$ cat config.mk
export PLATFORM = sky130hd
export DESIGN_NAME = mscp_port
export DESIGN_NICKNAME = d
export VERILOG_FILES = /design/src/pkg/mscp_pkg.sv /design/src/design/mscp_port.sv
export SDC_FILE = /design/constraint.sdc
export NUM_CORES = 1
export LEC_CHECK = 0
export BUFFER_PORTS_ARGS = -buffer_cell sky130_fd_sc_hd__buf_2
export CORE_MARGIN = 2
export CORE_UTILIZATION = 55
export CTS_CLUSTER_SIZE = 25
export DETAILED_ROUTE_END_ITERATION = 8
export PLACE_DENSITY = 0.73
export SLEW_MARGIN = 25
export SYNTH_ARGS = -nofsm -noshare
export SYNTH_HDL_FRONTEND = slang
export SYNTH_SLANG_ARGS = --single-unit
$ cat constraint.sdc
create_clock -name clock -period 4.3 [get_ports clock]
set_input_delay 0.215 -clock clock [delete_from_list [all_inputs] [get_ports clock]]
set_output_delay 0.215 -clock clock [all_outputs]
set_load 0.05 [all_outputs]
$ cat src/pkg/mscp_pkg.sv
// package: register map, field positions, reset values and types for the serial port
package mscp_pkg;

  // register indices (word offsets chosen for this block)
  localparam logic [3:0] MSCP_REG_PIN_CTRL = 4'h0;
  localparam logic [3:0] MSCP_REG_RATE_TWO = 4'h1;
  localparam logic [3:0] MSCP_REG_RX_MCTL = 4'h2;
  localparam logic [3:0] MSCP_REG_TX_MCTL = 4'h3;
  localparam logic [3:0] MSCP_REG_FRAME = 4'h4;
  localparam logic [3:0] MSCP_REG_STATUS = 4'h5;
  localparam logic [3:0] MSCP_REG_CH_BASE = 4'h6; // spare control index
  localparam logic [3:0] MSCP_REG_CH_LAST = 4'hf;
  // channel enable registers sit at indices 16..27, rx first then tx
  localparam int MSCP_CH_REGS = 12;
  localparam int MSCP_CH_PER_DIR = 6;

  // pin control field positions
  localparam int PC_TX_GPIO = 13;
  localparam int PC_RX_GPIO = 12;
  localparam int PC_TX_FRAME_DIR = 11;
  localparam int PC_RX_FRAME_DIR = 10;
  localparam int PC_TX_CLK_DIR = 9;
  localparam int PC_RX_CLK_DIR = 8;
  localparam int PC_RATE_EXT_SEL = 7;
  localparam int PC_RATE_PIN_STATE = 6;
  localparam int PC_TX_DATA_STATE = 5;
  localparam int PC_RX_DATA_STATE = 4;
  localparam int PC_TX_FRAME_POL = 3;
  localparam int PC_RX_FRAME_POL = 2;
  localparam int PC_TX_CLK_POL = 1;
  localparam int PC_RX_CLK_POL = 0;
  localparam logic [15:0] PC_WRITE_MASK = 16'h3fff;

  // rate generator register two and multichannel control fields
  localparam int RG_SRC_SEL = 13;
  localparam int RG_DIV_LSB = 0;
  localparam int MC_WIDE_EN = 9;
  localparam int MC_MODE_EN = 0;
  // frame register: word length code [2:0], clock stop [4], spi master [5]
  localparam int FR_WLEN_LSB = 0;
  localparam int FR_CLK_STOP = 4;
  localparam int FR_SPI_MASTER = 5;

  localparam logic [15:0] MSCP_PC_RESET = 16'h0000;
  localparam logic [15:0] MSCP_RG_RESET = 16'h2001;
  localparam logic [15:0] MSCP_MC_RESET = 16'h0000;
  localparam logic [15:0] MSCP_FR_RESET = 16'h0002;
  localparam logic [15:0] MSCP_CH_RESET = 16'h0000;

  localparam int MSCP_LEGACY_CH = 32;
  localparam int MSCP_WIDE_CH = 128;

  typedef enum logic [1:0] {
    MSCP_SRC_RESERVED,
    MSCP_SRC_CPU,
    MSCP_SRC_RX_PIN,
    MSCP_SRC_TX_PIN
  } mscp_src_t;

  typedef struct packed {
    logic clk;
    logic frame;
    logic data;
  } mscp_pins_t;

  typedef struct packed {
    logic clk_oe;
    logic clk_out;
    logic frame_oe;
    logic frame_out;
  } mscp_drive_t;

endpackage

$ cat src/design/mscp_port.sv
// serial port clocking, pin control and channel selection logic
`timescale 1ns/1ns
`default_nettype none
// What this block does
// - with the wide enable clear a direction uses legacy 32-channel select, the reset default.
// - with the wide enable set a direction selects among channels 0..95; channels 96..127 are always on.
// - the wide enable of each direction is bit 9 of its multichannel control register.
// - in wide mode twelve channel-enable registers, rx and tx, pick active channels.
// - clock-stop mode runs only single-phase frames of one word.
// - the word length is 8, 12, 16, 20, 24 or 32 bits.
// - in spi mode transmitter and receiver are both master or both slave.
// - the rate clock source is picked from register-two bit 13 and the extended select bit.
// - extended select 0 with source 1 gives the cpu clock; source 0 is reserved.
// - extended select 1 takes the rx clock pin for source 0, tx clock pin for 1.
// - the clock pin used as rate input has its driver disabled always.
// - outside clock-stop mode, both clock directions at 1 clock tx and rx from the rate generator.
// - with the rx pin as rate input the generator drives only the tx clock pin.
// - logic is static and keeps state at any low serial clock rate.
// - multichannel frames are tdm streams with channels enabled per direction.
module mscp_port
  import mscp_pkg::*;
(
  input wire logic clock, // 125 mhz system clock
  input wire logic reset, // synchronous, active high
  input wire logic [4:0] addr, // register index
  input wire logic [15:0] wr_data, // write data
  input wire logic wr_en, // write strobe
  input wire logic rd_en, // read strobe
  output logic [15:0] rd_data, // read data, cycle after strobe
  input wire mscp_pins_t tx_pins_in, // tx clock, frame, data pin levels
  input wire mscp_pins_t rx_pins_in, // rx clock, frame, data pin levels
  output mscp_drive_t tx_drive, // tx clock and frame drivers
  output mscp_drive_t rx_drive, // rx clock and frame drivers
  output logic tx_data_out, // tx data pin level
  output logic tx_data_oe, // tx data pin enable
  output logic tx_chan_active, // current tx channel enabled
  output logic rx_chan_active, // current rx channel enabled
  output logic [6:0] tx_chan_idx, // current tx channel
  output logic [6:0] rx_chan_idx, // current rx channel
  output logic [5:0] word_bits, // serial word length in bits
  output logic rate_clock_tick, // rate generator output edge
  output logic cfg_error // illegal configuration flag
);

  // map the word length code onto bit count, illegal codes give 0
  function automatic logic [5:0] wlen_bits(input logic [2:0] code);
    unique case (code)
      3'h0: wlen_bits = 6'h08;
      3'h1: wlen_bits = 6'h0c;
      3'h2: wlen_bits = 6'h10;
      3'h3: wlen_bits = 6'h14;
      3'h4: wlen_bits = 6'h18;
      3'h5: wlen_bits = 6'h20;
      default: wlen_bits = 6'h00;
    endcase
  endfunction

  // channel enable lookup across six 16-bit registers (legacy uses two)
  function automatic logic chan_on(input logic [95:0] regs,
                                   input logic [6:0] ch,
                                   input logic wide);
    if (!wide && ch >= 7'(MSCP_LEGACY_CH))
      chan_on = 1'b0;
    else
      chan_on = (ch < 7'd96) ? regs[ch] : 1'b1;
  endfunction

  logic [15:0] pin_ctrl_r;
  logic [15:0] rate_two_r;
  logic [15:0] rx_mctl_r;
  logic [15:0] tx_mctl_r;
  logic [15:0] frame_r;
  logic [15:0] ch_en_r [MSCP_CH_REGS];
  logic [15:0] rd_data_r;
  logic [5:0] sync_r;
  logic [5:0] sync2_r;
  logic rx_clk_d_r, tx_clk_d_r;
  logic [7:0] div_cnt_r;
  logic rate_clk_r, rate_tick_r;
  logic [6:0] tx_ch_r, rx_ch_r;
  logic [4:0] tx_bit_r, rx_bit_r;
  logic tx_active_r, rx_active_r;

  // two-stage synchronisers for all six pins
  logic [5:0] pin_raw;
  logic [5:0] pin_s;
  assign pin_raw = {tx_pins_in, rx_pins_in};
  // only the second stage is read; the first may still be settling
  always_ff @(posedge clock) begin
    sync_r <= pin_raw;
    sync2_r <= sync_r;
  end
  assign pin_s = sync2_r;
  logic tx_clk_s, tx_frm_s, rx_clk_s, rx_frm_s, rx_dat_s;
  assign tx_clk_s = pin_s[5];
  assign tx_frm_s = pin_s[4];
  assign rx_clk_s = pin_s[2];
  assign rx_frm_s = pin_s[1];
  assign rx_dat_s = pin_s[0];

  // rate clock source selection
  mscp_src_t src;
  always_comb begin
    unique case ({pin_ctrl_r[PC_RATE_EXT_SEL], rate_two_r[RG_SRC_SEL]})
      2'b00: src = MSCP_SRC_RESERVED;
      2'b01: src = MSCP_SRC_CPU;
      2'b10: src = MSCP_SRC_RX_PIN;
      2'b11: src = MSCP_SRC_TX_PIN;
    endcase
  end

  // pin edge detection from synchronised levels only
  always_ff @(posedge clock) begin
    rx_clk_d_r <= rx_clk_s;
    tx_clk_d_r <= tx_clk_s;
  end
  logic src_edge;
  always_comb begin
    unique case (src)
      MSCP_SRC_CPU: src_edge = 1'b1;
      MSCP_SRC_RX_PIN: src_edge = rx_clk_s & ~rx_clk_d_r;
      MSCP_SRC_TX_PIN: src_edge = tx_clk_s & ~tx_clk_d_r;
      MSCP_SRC_RESERVED: src_edge = 1'b0; // no bonded pin, generator idles
    endcase
  end

  // rate divider; state is held when the source edges stop (static)
  always_ff @(posedge clock) begin
    if (reset) begin
      div_cnt_r <= 8'h00;
      rate_clk_r <= 1'b0;
      rate_tick_r <= 1'b0;
    end else begin
      rate_tick_r <= 1'b0;
      if (src_edge) begin
        if (div_cnt_r >= rate_two_r[RG_DIV_LSB +: 8]) begin
          div_cnt_r <= 8'h00;
          rate_clk_r <= ~rate_clk_r;
          rate_tick_r <= ~rate_clk_r;
        end else begin
          div_cnt_r <= div_cnt_r + 8'h01;
        end
      end
    end
  end

  // clock drivers: internal direction drives generator out, unless the pin
  // is the rate input, which can never drive (avoids a loop)
  logic tx_internal, rx_internal;
  logic spi_mode;
  assign spi_mode = frame_r[FR_CLK_STOP];
  // in spi mode both directions follow one master bit
  assign tx_internal = spi_mode ? frame_r[FR_SPI_MASTER]
                                : pin_ctrl_r[PC_TX_CLK_DIR];
  assign rx_internal = spi_mode ? frame_r[FR_SPI_MASTER]
                                : pin_ctrl_r[PC_RX_CLK_DIR];
  always_comb begin
    tx_drive.clk_oe = tx_internal && (src != MSCP_SRC_TX_PIN);
    rx_drive.clk_oe = rx_internal && (src != MSCP_SRC_RX_PIN);
    tx_drive.clk_out = rate_clk_r ^ pin_ctrl_r[PC_TX_CLK_POL];
    rx_drive.clk_out = rate_clk_r ^ pin_ctrl_r[PC_RX_CLK_POL];
    tx_drive.frame_oe = pin_ctrl_r[PC_TX_FRAME_DIR];
    rx_drive.frame_oe = pin_ctrl_r[PC_RX_FRAME_DIR];
    tx_drive.frame_out = pin_ctrl_r[PC_TX_FRAME_POL] ^ (tx_ch_r == 7'h00);
    rx_drive.frame_out = pin_ctrl_r[PC_RX_FRAME_POL] ^ (rx_ch_r == 7'h00);
  end
  assign tx_data_out = pin_ctrl_r[PC_TX_DATA_STATE];
  assign tx_data_oe = pin_ctrl_r[PC_TX_GPIO] | tx_active_r;
  assign rate_clock_tick = rate_tick_r;

  // bit clock per direction: internal means the generator, both set clocks
  // both from the generator; external means the sampled pin edge
  logic tx_bclk, rx_bclk;
  assign tx_bclk = tx_internal ? rate_tick_r
                               : (tx_clk_s & ~tx_clk_d_r);
  assign rx_bclk = rx_internal ? rate_tick_r
                               : (rx_clk_s & ~rx_clk_d_r);

  // word length, with clock-stop forcing one word per frame
  logic [5:0] wbits;
  logic [6:0] last_ch;
  assign wbits = wlen_bits(frame_r[FR_WLEN_LSB +: 3]);
  assign word_bits = wbits;
  assign last_ch = spi_mode ? 7'h00 : 7'h7f;

  // tdm channel counters; the frame pin, when set as input, restarts a frame at channel 0
  always_ff @(posedge clock) begin
    if (reset) begin
      tx_ch_r <= 7'h00;
      tx_bit_r <= 5'h00;
    end else if (tx_frm_s && !pin_ctrl_r[PC_TX_FRAME_DIR]) begin
      tx_ch_r <= 7'h00;
      tx_bit_r <= 5'h00;
    end else if (tx_bclk && wbits != 6'h00) begin
      if (tx_bit_r == 5'(wbits - 6'h01)) begin
        tx_bit_r <= 5'h00;
        tx_ch_r <= (tx_ch_r == last_ch) ? 7'h00 : tx_ch_r + 7'h01;
      end else begin
        tx_bit_r <= tx_bit_r + 5'h01;
      end
    end
  end
  always_ff @(posedge clock) begin
    if (reset) begin
      rx_ch_r <= 7'h00;
      rx_bit_r <= 5'h00;
    end else if (rx_frm_s && !pin_ctrl_r[PC_RX_FRAME_DIR]) begin
      rx_ch_r <= 7'h00;
      rx_bit_r <= 5'h00;
    end else if (rx_bclk && wbits != 6'h00) begin
      if (rx_bit_r == 5'(wbits - 6'h01)) begin
        rx_bit_r <= 5'h00;
        rx_ch_r <= (rx_ch_r == last_ch) ? 7'h00 : rx_ch_r + 7'h01;
      end else begin
        rx_bit_r <= rx_bit_r + 5'h01;
      end
    end
  end
  assign tx_chan_idx = tx_ch_r;
  assign rx_chan_idx = rx_ch_r;

  // channel enable: multichannel off means every channel live
  logic [95:0] rx_bank, tx_bank;
  always_comb begin
    for (int i = 0; i < MSCP_CH_PER_DIR; i++) begin
      rx_bank[i*16 +: 16] = ch_en_r[i];
      tx_bank[i*16 +: 16] = ch_en_r[i + MSCP_CH_PER_DIR];
    end
  end
  always_ff @(posedge clock) begin
    if (reset) begin
      tx_active_r <= 1'b0;
      rx_active_r <= 1'b0;
    end else begin
      tx_active_r <= !tx_mctl_r[MC_MODE_EN] ||
        chan_on(tx_bank, tx_ch_r, tx_mctl_r[MC_WIDE_EN]);
      rx_active_r <= !rx_mctl_r[MC_MODE_EN] ||
        chan_on(rx_bank, rx_ch_r, rx_mctl_r[MC_WIDE_EN]);
    end
  end
  assign tx_chan_active = tx_active_r;
  assign rx_chan_active = rx_active_r;
  assign cfg_error = (src == MSCP_SRC_RESERVED) || (wbits == 6'h00);

  // register writes; channel enable registers at indices 16..27
  always_ff @(posedge clock) begin
    if (reset) begin
      pin_ctrl_r <= MSCP_PC_RESET;
      rate_two_r <= MSCP_RG_RESET;
      rx_mctl_r <= MSCP_MC_RESET;
      tx_mctl_r <= MSCP_MC_RESET;
      frame_r <= MSCP_FR_RESET;
      for (int i = 0; i < MSCP_CH_REGS; i++)
        ch_en_r[i] <= MSCP_CH_RESET;
    end else if (wr_en) begin
      if (addr == {1'b0, MSCP_REG_PIN_CTRL})
        pin_ctrl_r <= wr_data & PC_WRITE_MASK;
      if (addr == {1'b0, MSCP_REG_RATE_TWO})
        rate_two_r <= wr_data;
      if (addr == {1'b0, MSCP_REG_RX_MCTL})
        rx_mctl_r <= wr_data;
      if (addr == {1'b0, MSCP_REG_TX_MCTL})
        tx_mctl_r <= wr_data;
      if (addr == {1'b0, MSCP_REG_FRAME})
        frame_r <= wr_data;
      if (addr[4] && addr[3:0] < 4'(MSCP_CH_REGS))
        ch_en_r[addr[3:0]] <= wr_data;
    end
  end

  // read mux; rx data state bit shows the live synchronised level, rate pin state bit reads 0
  logic [15:0] pc_view;
  always_comb begin
    pc_view = pin_ctrl_r;
    pc_view[PC_RATE_PIN_STATE] = 1'b0;
    pc_view[PC_RX_DATA_STATE] = rx_dat_s;
  end
  always_ff @(posedge clock) begin
    if (reset) begin
      rd_data_r <= 16'h0000;
    end else if (rd_en) begin
      if (addr[4])
        rd_data_r <= (addr[3:0] < 4'(MSCP_CH_REGS)) ? ch_en_r[addr[3:0]]
                                                     : 16'h0000;
      else begin
        unique case (addr[3:0])
          MSCP_REG_PIN_CTRL: rd_data_r <= pc_view;
          MSCP_REG_RATE_TWO: rd_data_r <= rate_two_r;
          MSCP_REG_RX_MCTL: rd_data_r <= rx_mctl_r;
          MSCP_REG_TX_MCTL: rd_data_r <= tx_mctl_r;
          MSCP_REG_FRAME: rd_data_r <= frame_r;
          MSCP_REG_STATUS: rd_data_r <= {8'h00, cfg_error, src, rx_frm_s,
                                         tx_frm_s, tx_active_r, rx_active_r,
                                         rate_clk_r};
          default: rd_data_r <= 16'h0000;
        endcase
      end
    end else begin
      rd_data_r <= 16'h0000;
    end
  end
  assign rd_data = rd_data_r;

endmodule
`default_nettype wire

==> results of run 1 <==
logic make-up (layout without fill, tap and decap cells):
logic type | count (synthesis) | count (layout) | share of synthesized area
DFF | 332 | 332 | 0.5192
adders and majority gates | 15 | 15 | 0.01137
other | 1 | 2 | 0.0002272
buffers and inverters | 151 | 216 | 0.03973
muxes | 142 | 142 | 0.1600
xor gates and xnor gates | 35 | 35 | 0.01858
and+or+nand+nor | 542 | 542 | 0.1698
AOI/OAI and AO/OA | 218 | 218 | 0.08113
layout by cell type, fill, tap and decap left out, types with 6 or more instances in the layout:
master and instances:
mux2_2 11, o21ai_0 12, a21oi_1 106, xnor2_1 10
inv_1 34, dfxtp_1 140, o21ai_1 7, xor2_1 25
nor3_1 6, a31oi_1 10, o22ai_1 18, clkbuf_16 37
nand4_1 17, buf_2 76, mux2i_1 34, edfxtp_1 192
clkbuf_8 6, mux4_2 96, nor2b_1 11, or2_2 8
nand2b_1 9, nand2_1 187, and3_1 6, nor2_1 67
and2_1 195, ha_1 15, clkbuf_1 10, buf_4 34
a222oi_1 7, a22oi_1 27, a22o_1 8
path summary, 6_finish.rpt:
kind / from / to / slack, ps / cells after the start
setup / recovery: tx_chan_idx[0]$_SDFFE_PP0P_ / tx_drive[0] / 1340 / 5
hold / removal: wr_data[15] / rate_two_r[15]$_SDFFE_PP0P_ / 100 / 3
setup reg to reg: tx_chan_idx[1]$_SDFFE_PP0P_ / tx_chan_active$_SDFF_PP0_ / 1650 / 6
hold reg to reg: sync_r[0]$_DFF_P_ / pin_s[0]$_DFF_P_ / 330 / 0
flip-flops by register name, indices dropped and copies added (netlist names), 8 cells and up:
register    cells
rx_mctl_r      16
rd_data        16
ch_en_r       192
frame_r        16
div_cnt_r       8
rate_two_r     16
tx_mctl_r      16
pin_ctrl_r     12
report_power, final:
part           internal, mW  total (mW)  switching, mW
sequential             3.49        3.59         0.0993
clock                  1.99        3.26           1.27
combinational         0.240       0.678          0.438
total                  5.72        7.52           1.80
critical path, cell delays in order, from the launching register on:
cell and delay [ps]:
dfxtp_1 810, clkinv_1 490, ha_1 350, nand2_1 80, xnor2_1 180, buf_2 320
routing by layer:
metal / GRT usage / up-vias
met1: 0.4201 / 5837
met4: 0.1274 / 0
met3: 0.05112 / 131
met5: 0 / -
li1: - / 5260
met2: 0.4544 / 694
layout make-up:
cell class / instances / area, µm² / share of cell area
timing repair buffer: 115 / 685.7 / 0.03724
tap: 390 / 488.0 / 0.02651
clock inverter: 13 / 195.2 / 0.01060
clock buffer: 53 / 1046 / 0.05682
inverter: 35 / 131.4 / 0.007136
sequential: 332 / 8568 / 0.4654
multi-input combinational: 954 / 7296 / 0.3963
per-stage QoR:
step                worst slack (ps)  std cells  power [mW]  cell area [µm²]
floorplan                       1505       1437       4.064            16510
global placement                1391       1821       4.300            17110
detailed placement              1321       1821       4.315            17120
CTS                             1318       1892       7.531            18410
global route                    1254       1892       7.727            18410
finish                          1344       1892       7.524            18410
timing repair:
item	in CTS	in global routing
setup buffers	0	0
endpoints found under the hold margin	5	0
hold buffers	5	0
setup endpoints to repair	0	0
==> impl_metrics.csv, run 1 <==
group,metric,value,unit
clock_network,cts_tree,"yes",
yosys,synthTopCellsByArea,"edfxtp_1, dfxtp_1, mux4_2",
global_route,grt_use_total,0.2971,
sta,timing.final.crit_share,0.6875,
detailed_routing,drt-initial-drc-count,1631,
floorplan,pin_count,81,
power,vdd.ir_drop.worst,0.0003462,V
layout,nets,1520,
place,gp_routability_congestion,0.9763,
yosys,synth_area,16500,µm²
detailed_routing,first_pass_iters,6,
floorplan,die_width,177.2,µm
layout,layout.core_utilization,0.6228,
critical_path,critPathArrivalTime,2740,ps
worst_hold_path,class_of_the_tightest_hold_or_removal_check,"primary input to register",
sta,endpoints_failing_setup,0,
sta,maxClockFrequency,0.3383,GHz
sta,finalHoldViolCount,0,
detailed_routing,route.detailed.drc,0,
yosys,synth_cells,1436,
floorplan,dieArea,31410,µm²
yosys,synthTopCellsByCount,"and2_1, edfxtp_1, nand2_1, dfxtp_1, a21oi_1",
yosys,synth_seq_area_share,0.5192,
layout,fillerInstances,2304,
yosys,synthArstFlopShare,0,
detailed_routing,antenna_violating_nets_left,0,
floorplan,initial_core_util,0.5583,
sta,timing.slew.headroom,0.3187,
sta,timing.setup.tns,0,ps
detailed_routing,wirelength_met1,18.67,mm
yosys,cell_accounting_for_the_most_synthesized_area,"edfxtp_1",
detailed_routing,totalWireLength,46.19,mm
place,port_buffers,77,
clock_network,postCtsResizedCells,0,
critical_path,worstSetupStartpointType,"register",
detailed_routing,routedWlPerCell,24.41,µm
clock_network,cts_inserted_buffers,36,
global_route,grt_pass1_wl,69.24,mm
detailed_routing,met3RoutedLength,4.571,mm
floorplan,die_h,177.2,µm
yosys,average_instance_area_after_synthesis,11.49,µm²
power,leakage_dissipation,6.514,nW
power,pwr_cell_area,408.7,nW/µm²
critical_path,timing.critical_path.fanout_max,12,
critical_path,timing.critical_path.to_type,"output port",
global_route,grt_max_degree,91,
detailed_routing,met2RoutedLength,20.90,mm
clock_network,clkSinkCount,332,
clock_network,clockBufferDepth,3,
clock_network,cts_htree_levels,2,
critical_path,worst-endpoint-required,4090,ps
global_route,global_route.overflow_total,0,
detailed_routing,routed_via_density,6.301,
detailed_routing,highest-signal-layer,"met4",
yosys,ys_warn_count,0,
outcome,run_status,"completed",
floorplan,num_rows,63,
floorplan,core-area,29560,µm²
yosys,yosys_most_used_dff,"edfxtp_1",
yosys,synth_edf_count,192,
yosys,synth.most_common_cell,"and2_1",
layout,signed_area_change_from_the_synthesized_netlist_to_the_final_layout,11.56,%
sta,finClkSkew,35.41,ps
place,place.detailed.hpwl,30.84,mm
yosys,postSynthRegisterBits,332,
yosys,synth.distinct_cells,64,
run,cap_viol_max_count,0,
global_route,number_of_antenna_violations_at_the_first_check_in_global_routing,0,
sta,final.min_clock_period,2956,ps
sta,timing_max_transition_violations_final,0,
global_route,via_count_of_the_first_global_routing_pass,11280,
critical_path,critPathKind,"register to output port",
layout,num_antenna_cells,0,
sta,whs,97.68,ps
clock_network,cts.clk_slew.worst_paths,60,ps
yosys,synth_largest_type_area_fraction,0.3494,
clock_network,clkLatencyLatePin,540,ps
sta,rsz0062_at_grt,"false",
layout,final_layout_size_suffix_gt1_frac,0.1951,
detailed_routing,detailroute.via_count,11920,
clock_network,root_buffer_master,"clkbuf_16",
sta,tightestPinTransition,1018,ps
Note: power is estimated with default switching activity, not from simulation.
==> run 2: changes to the inputs <==
clock period = 2.85 ns   (was 4.3 ns; I/O delays follow)
==> run 2 against run 1 <==
Largest power group unchanged. Setup slack lost 1200 ps. Worst hold slack lost 41 ps. Wire length is essentially flat. Largest cell class unchanged. Flip-flop and latch count is the same. Sequential share of layout area shrank 0.30 points. Cell count grew 0.79%.
==> impl_metrics.csv, run 2 (same netlist as run 1, synthesis figures left out) <==
group,metric,value,unit
layout,largest_register_ff_count,192,
detailed_routing,antenna_violating_nets_left,0,
worst_hold_path,hold_path_depth,3,
clock_network,cts_htree_levels,2,
clock_network,root_buffer_master,"clkbuf_16",
critical_path,worstPathBufferInverterCount,2,
layout,fillerInstances,2332,
run,cap_viol_max_count,0,
layout,signed_area_change_from_the_synthesized_netlist_to_the_final_layout,12.30,%
layout,final_layout_size_suffix_gt1_frac,0.2030,
outcome,run_status,"completed",
power,report.power.total,11.23,mW
layout,layout_common_cells,"and2_1, edfxtp_1, nand2_1, dfxtp_1, a21oi_1",
sta,timing.slew.headroom,0.3455,
clock_network,cts_inserted_buffers,37,
worst_hold_path,class_of_the_tightest_hold_or_removal_check,"primary input to register",
critical_path,worstSetupStartpointType,"register",
global_route,via_count_of_the_first_global_routing_pass,11510,
critical_path,critPathArrivalTime,2590,ps
sta,timing_max_transition_violations_final,0,
sta,timing.final.crit_share,0.9594,
sta,finalHoldViolCount,0,
clock_network,postCtsSetupBuffers,0,
detailed_routing,routed_via_density,6.235,
sta,tightestPinTransition,981.7,ps
floorplan,num_rows,63,
critical_path,depth_of_the_worst_register_to_register_path,7,
critical_path,timing.critical_path.fanout_max,12,
clock_network,cts_tree,"yes",
clock_network,clkLatencyLatePin,530,ps
clock_network,cts.clk_slew.worst_paths,60,ps
layout,num_antenna_cells,0,
layout,top_register,"ch_en_r",
place,place.detailed.hpwl,31.68,mm
critical_path,worst_path_dominant_cell_family,"simple AND/OR/NAND/NOR gates",
sta,endpoints_failing_setup,0,
place,gp_routability_congestion,0.9271,
detailed_routing,detailroute.via_count,11890,
detailed_routing,route.detailed.drc,0,
critical_path,cp.depth,6,
global_route,grt_max_degree,91,
sta,whs,56.70,ps
detailed_routing,routedWlPerCell,24.23,µm
critical_path,worst_path_max_delay_cell,"dfxtp_1",
floorplan,initial_core_util,0.5583,
global_route,number_of_antenna_violations_at_the_first_check_in_global_routing,2,
clock_network,clkSinkCount,332,
layout,nets,1539,
detailed_routing,totalWireLength,46.22,mm
layout,ff_latch_area,8568,µm²
power,pwr_cell_area,606.1,nW/µm²
global_route,grt_pass1_wl,69.58,mm
critical_path,critPathKind,"register to output port",
place,port_buffers,77,
critical_path,worst-endpoint-required,2710,ps
power,vdd.ir_drop.worst,0.0004883,V
critical_path,critical-path-max-stage-delay,490,ps
layout,multi_input_comb_area,7295,µm²
sta,maxClockFrequency,0.3657,GHz
floorplan,die_width,177.2,µm
critical_path,cell_by_cell_listing_of_the_critical_path,"buf_4 > nor2_1 > nor4b_2 > nand2_1 > xnor2_1 > buf_2",
sta,finClkSkew,25.04,ps
global_route,global_route.overflow_total,0,
floorplan,die_h,177.2,µm
sta,rsz0062_at_grt,"false",
power,leakage_dissipation,6.605,nW
critical_path,timing.critical_path.to_type,"output port",
detailed_routing,first_pass_iters,5,
floorplan,dieArea,31410,µm²
clock_network,clockBufferDepth,3,
sta,timing.setup.tns,0,ps
layout,mostFrequentLayoutCell,"and2_1",
floorplan,core-area,29560,µm²
global_route,grt_use_total,0.2978,
sta,final.min_clock_period,2734,ps
floorplan,pin_count,81,
detailed_routing,drt-initial-drc-count,1463,
-- run 2: changes by cell type in the layout (fill, tap and decap cells not counted), sizes merged --
cell	previous run	this run
clkinvlp	1	0
buf	110	128
clkbuf	53	48
clkinv	6	9
-- run 2: final timing paths --
path | from | to | slack (ps)
worst min-delay path | wr_data[15] | frame_r[15]$_SDFFE_PP0P_ | 60
worst max register to register | frame_r[4]$_SDFFE_PP0P_ | tx_chan_idx[5]$_SDFFE_PP0P_ | 400
worst min register to register | sync_r[5]$_DFF_P_ | pin_s[5]$_DFF_P_ | 330
worst max-delay path | tx_chan_idx[2]$_SDFFE_PP0P_ | tx_drive[0] | 120
-- run 2: power breakdown --
| part | switching [mW] | leakage (nW) | internal [mW] | total [mW] |
|---|---|---|---|---|
| clock | 1.89 | 0.585 | 2.89 | 4.78 |
| combinational | 0.665 | 3.06 | 0.375 | 1.04 |
| sequential | 0.147 | 2.96 | 5.27 | 5.42 |
| total | 2.70 | 6.60 | 8.53 | 11.2 |
-- run 2: final cells by class --
| type | count | area share |
|---|---|---|
| tap | 390 | 0.02633 |
| multi-input combinational | 954 | 0.3936 |
| clock buffer | 48 | 0.05327 |
| timing repair buffer | 133 | 0.04632 |
| sequential | 332 | 0.4624 |
| clock inverter | 15 | 0.01101 |
| inverter | 35 | 0.007089 |
-- run 2: per-layer routing --
metal  wire (µm)  global-route usage  share of wire  up-vias
met1       18420              0.4140           0.40     5796
met3        4794             0.05971           0.10      117
met2       20930              0.4590           0.45      703
met4        2072              0.1236          0.045        0
li1            -                   -              -     5275
met5           0                   0              0        -
-- run 2: repair_timing --
action	CTS	global route
setup endpoints to repair	1	0
endpoints found under the hold margin	5	0
hold buffers	5	0
gates resized for setup	1	0
-- run 2: tightest hold or removal path: stages --
cell and delay, ps:
buf_2 230, nand2_1 100, a21oi_1 50
-- run 2: metrics by stage --
| stage | worst slack, ps | cell area (µm²) | utilization | cells |
|---|---|---|---|---|
| floorplan | 127.5 | 16510 | - | 1437 |
| global placement | 269.8 | 17280 | 0.5847 | 1839 |
| detailed placement | 207.8 | 17280 | 0.5847 | 1839 |
| CTS | 112.0 | 18530 | 0.6269 | 1907 |
| global route | 29.98 | 18530 | 0.6269 | 1907 |
| finish | 115.7 | 18530 | 0.6269 | 1907 |
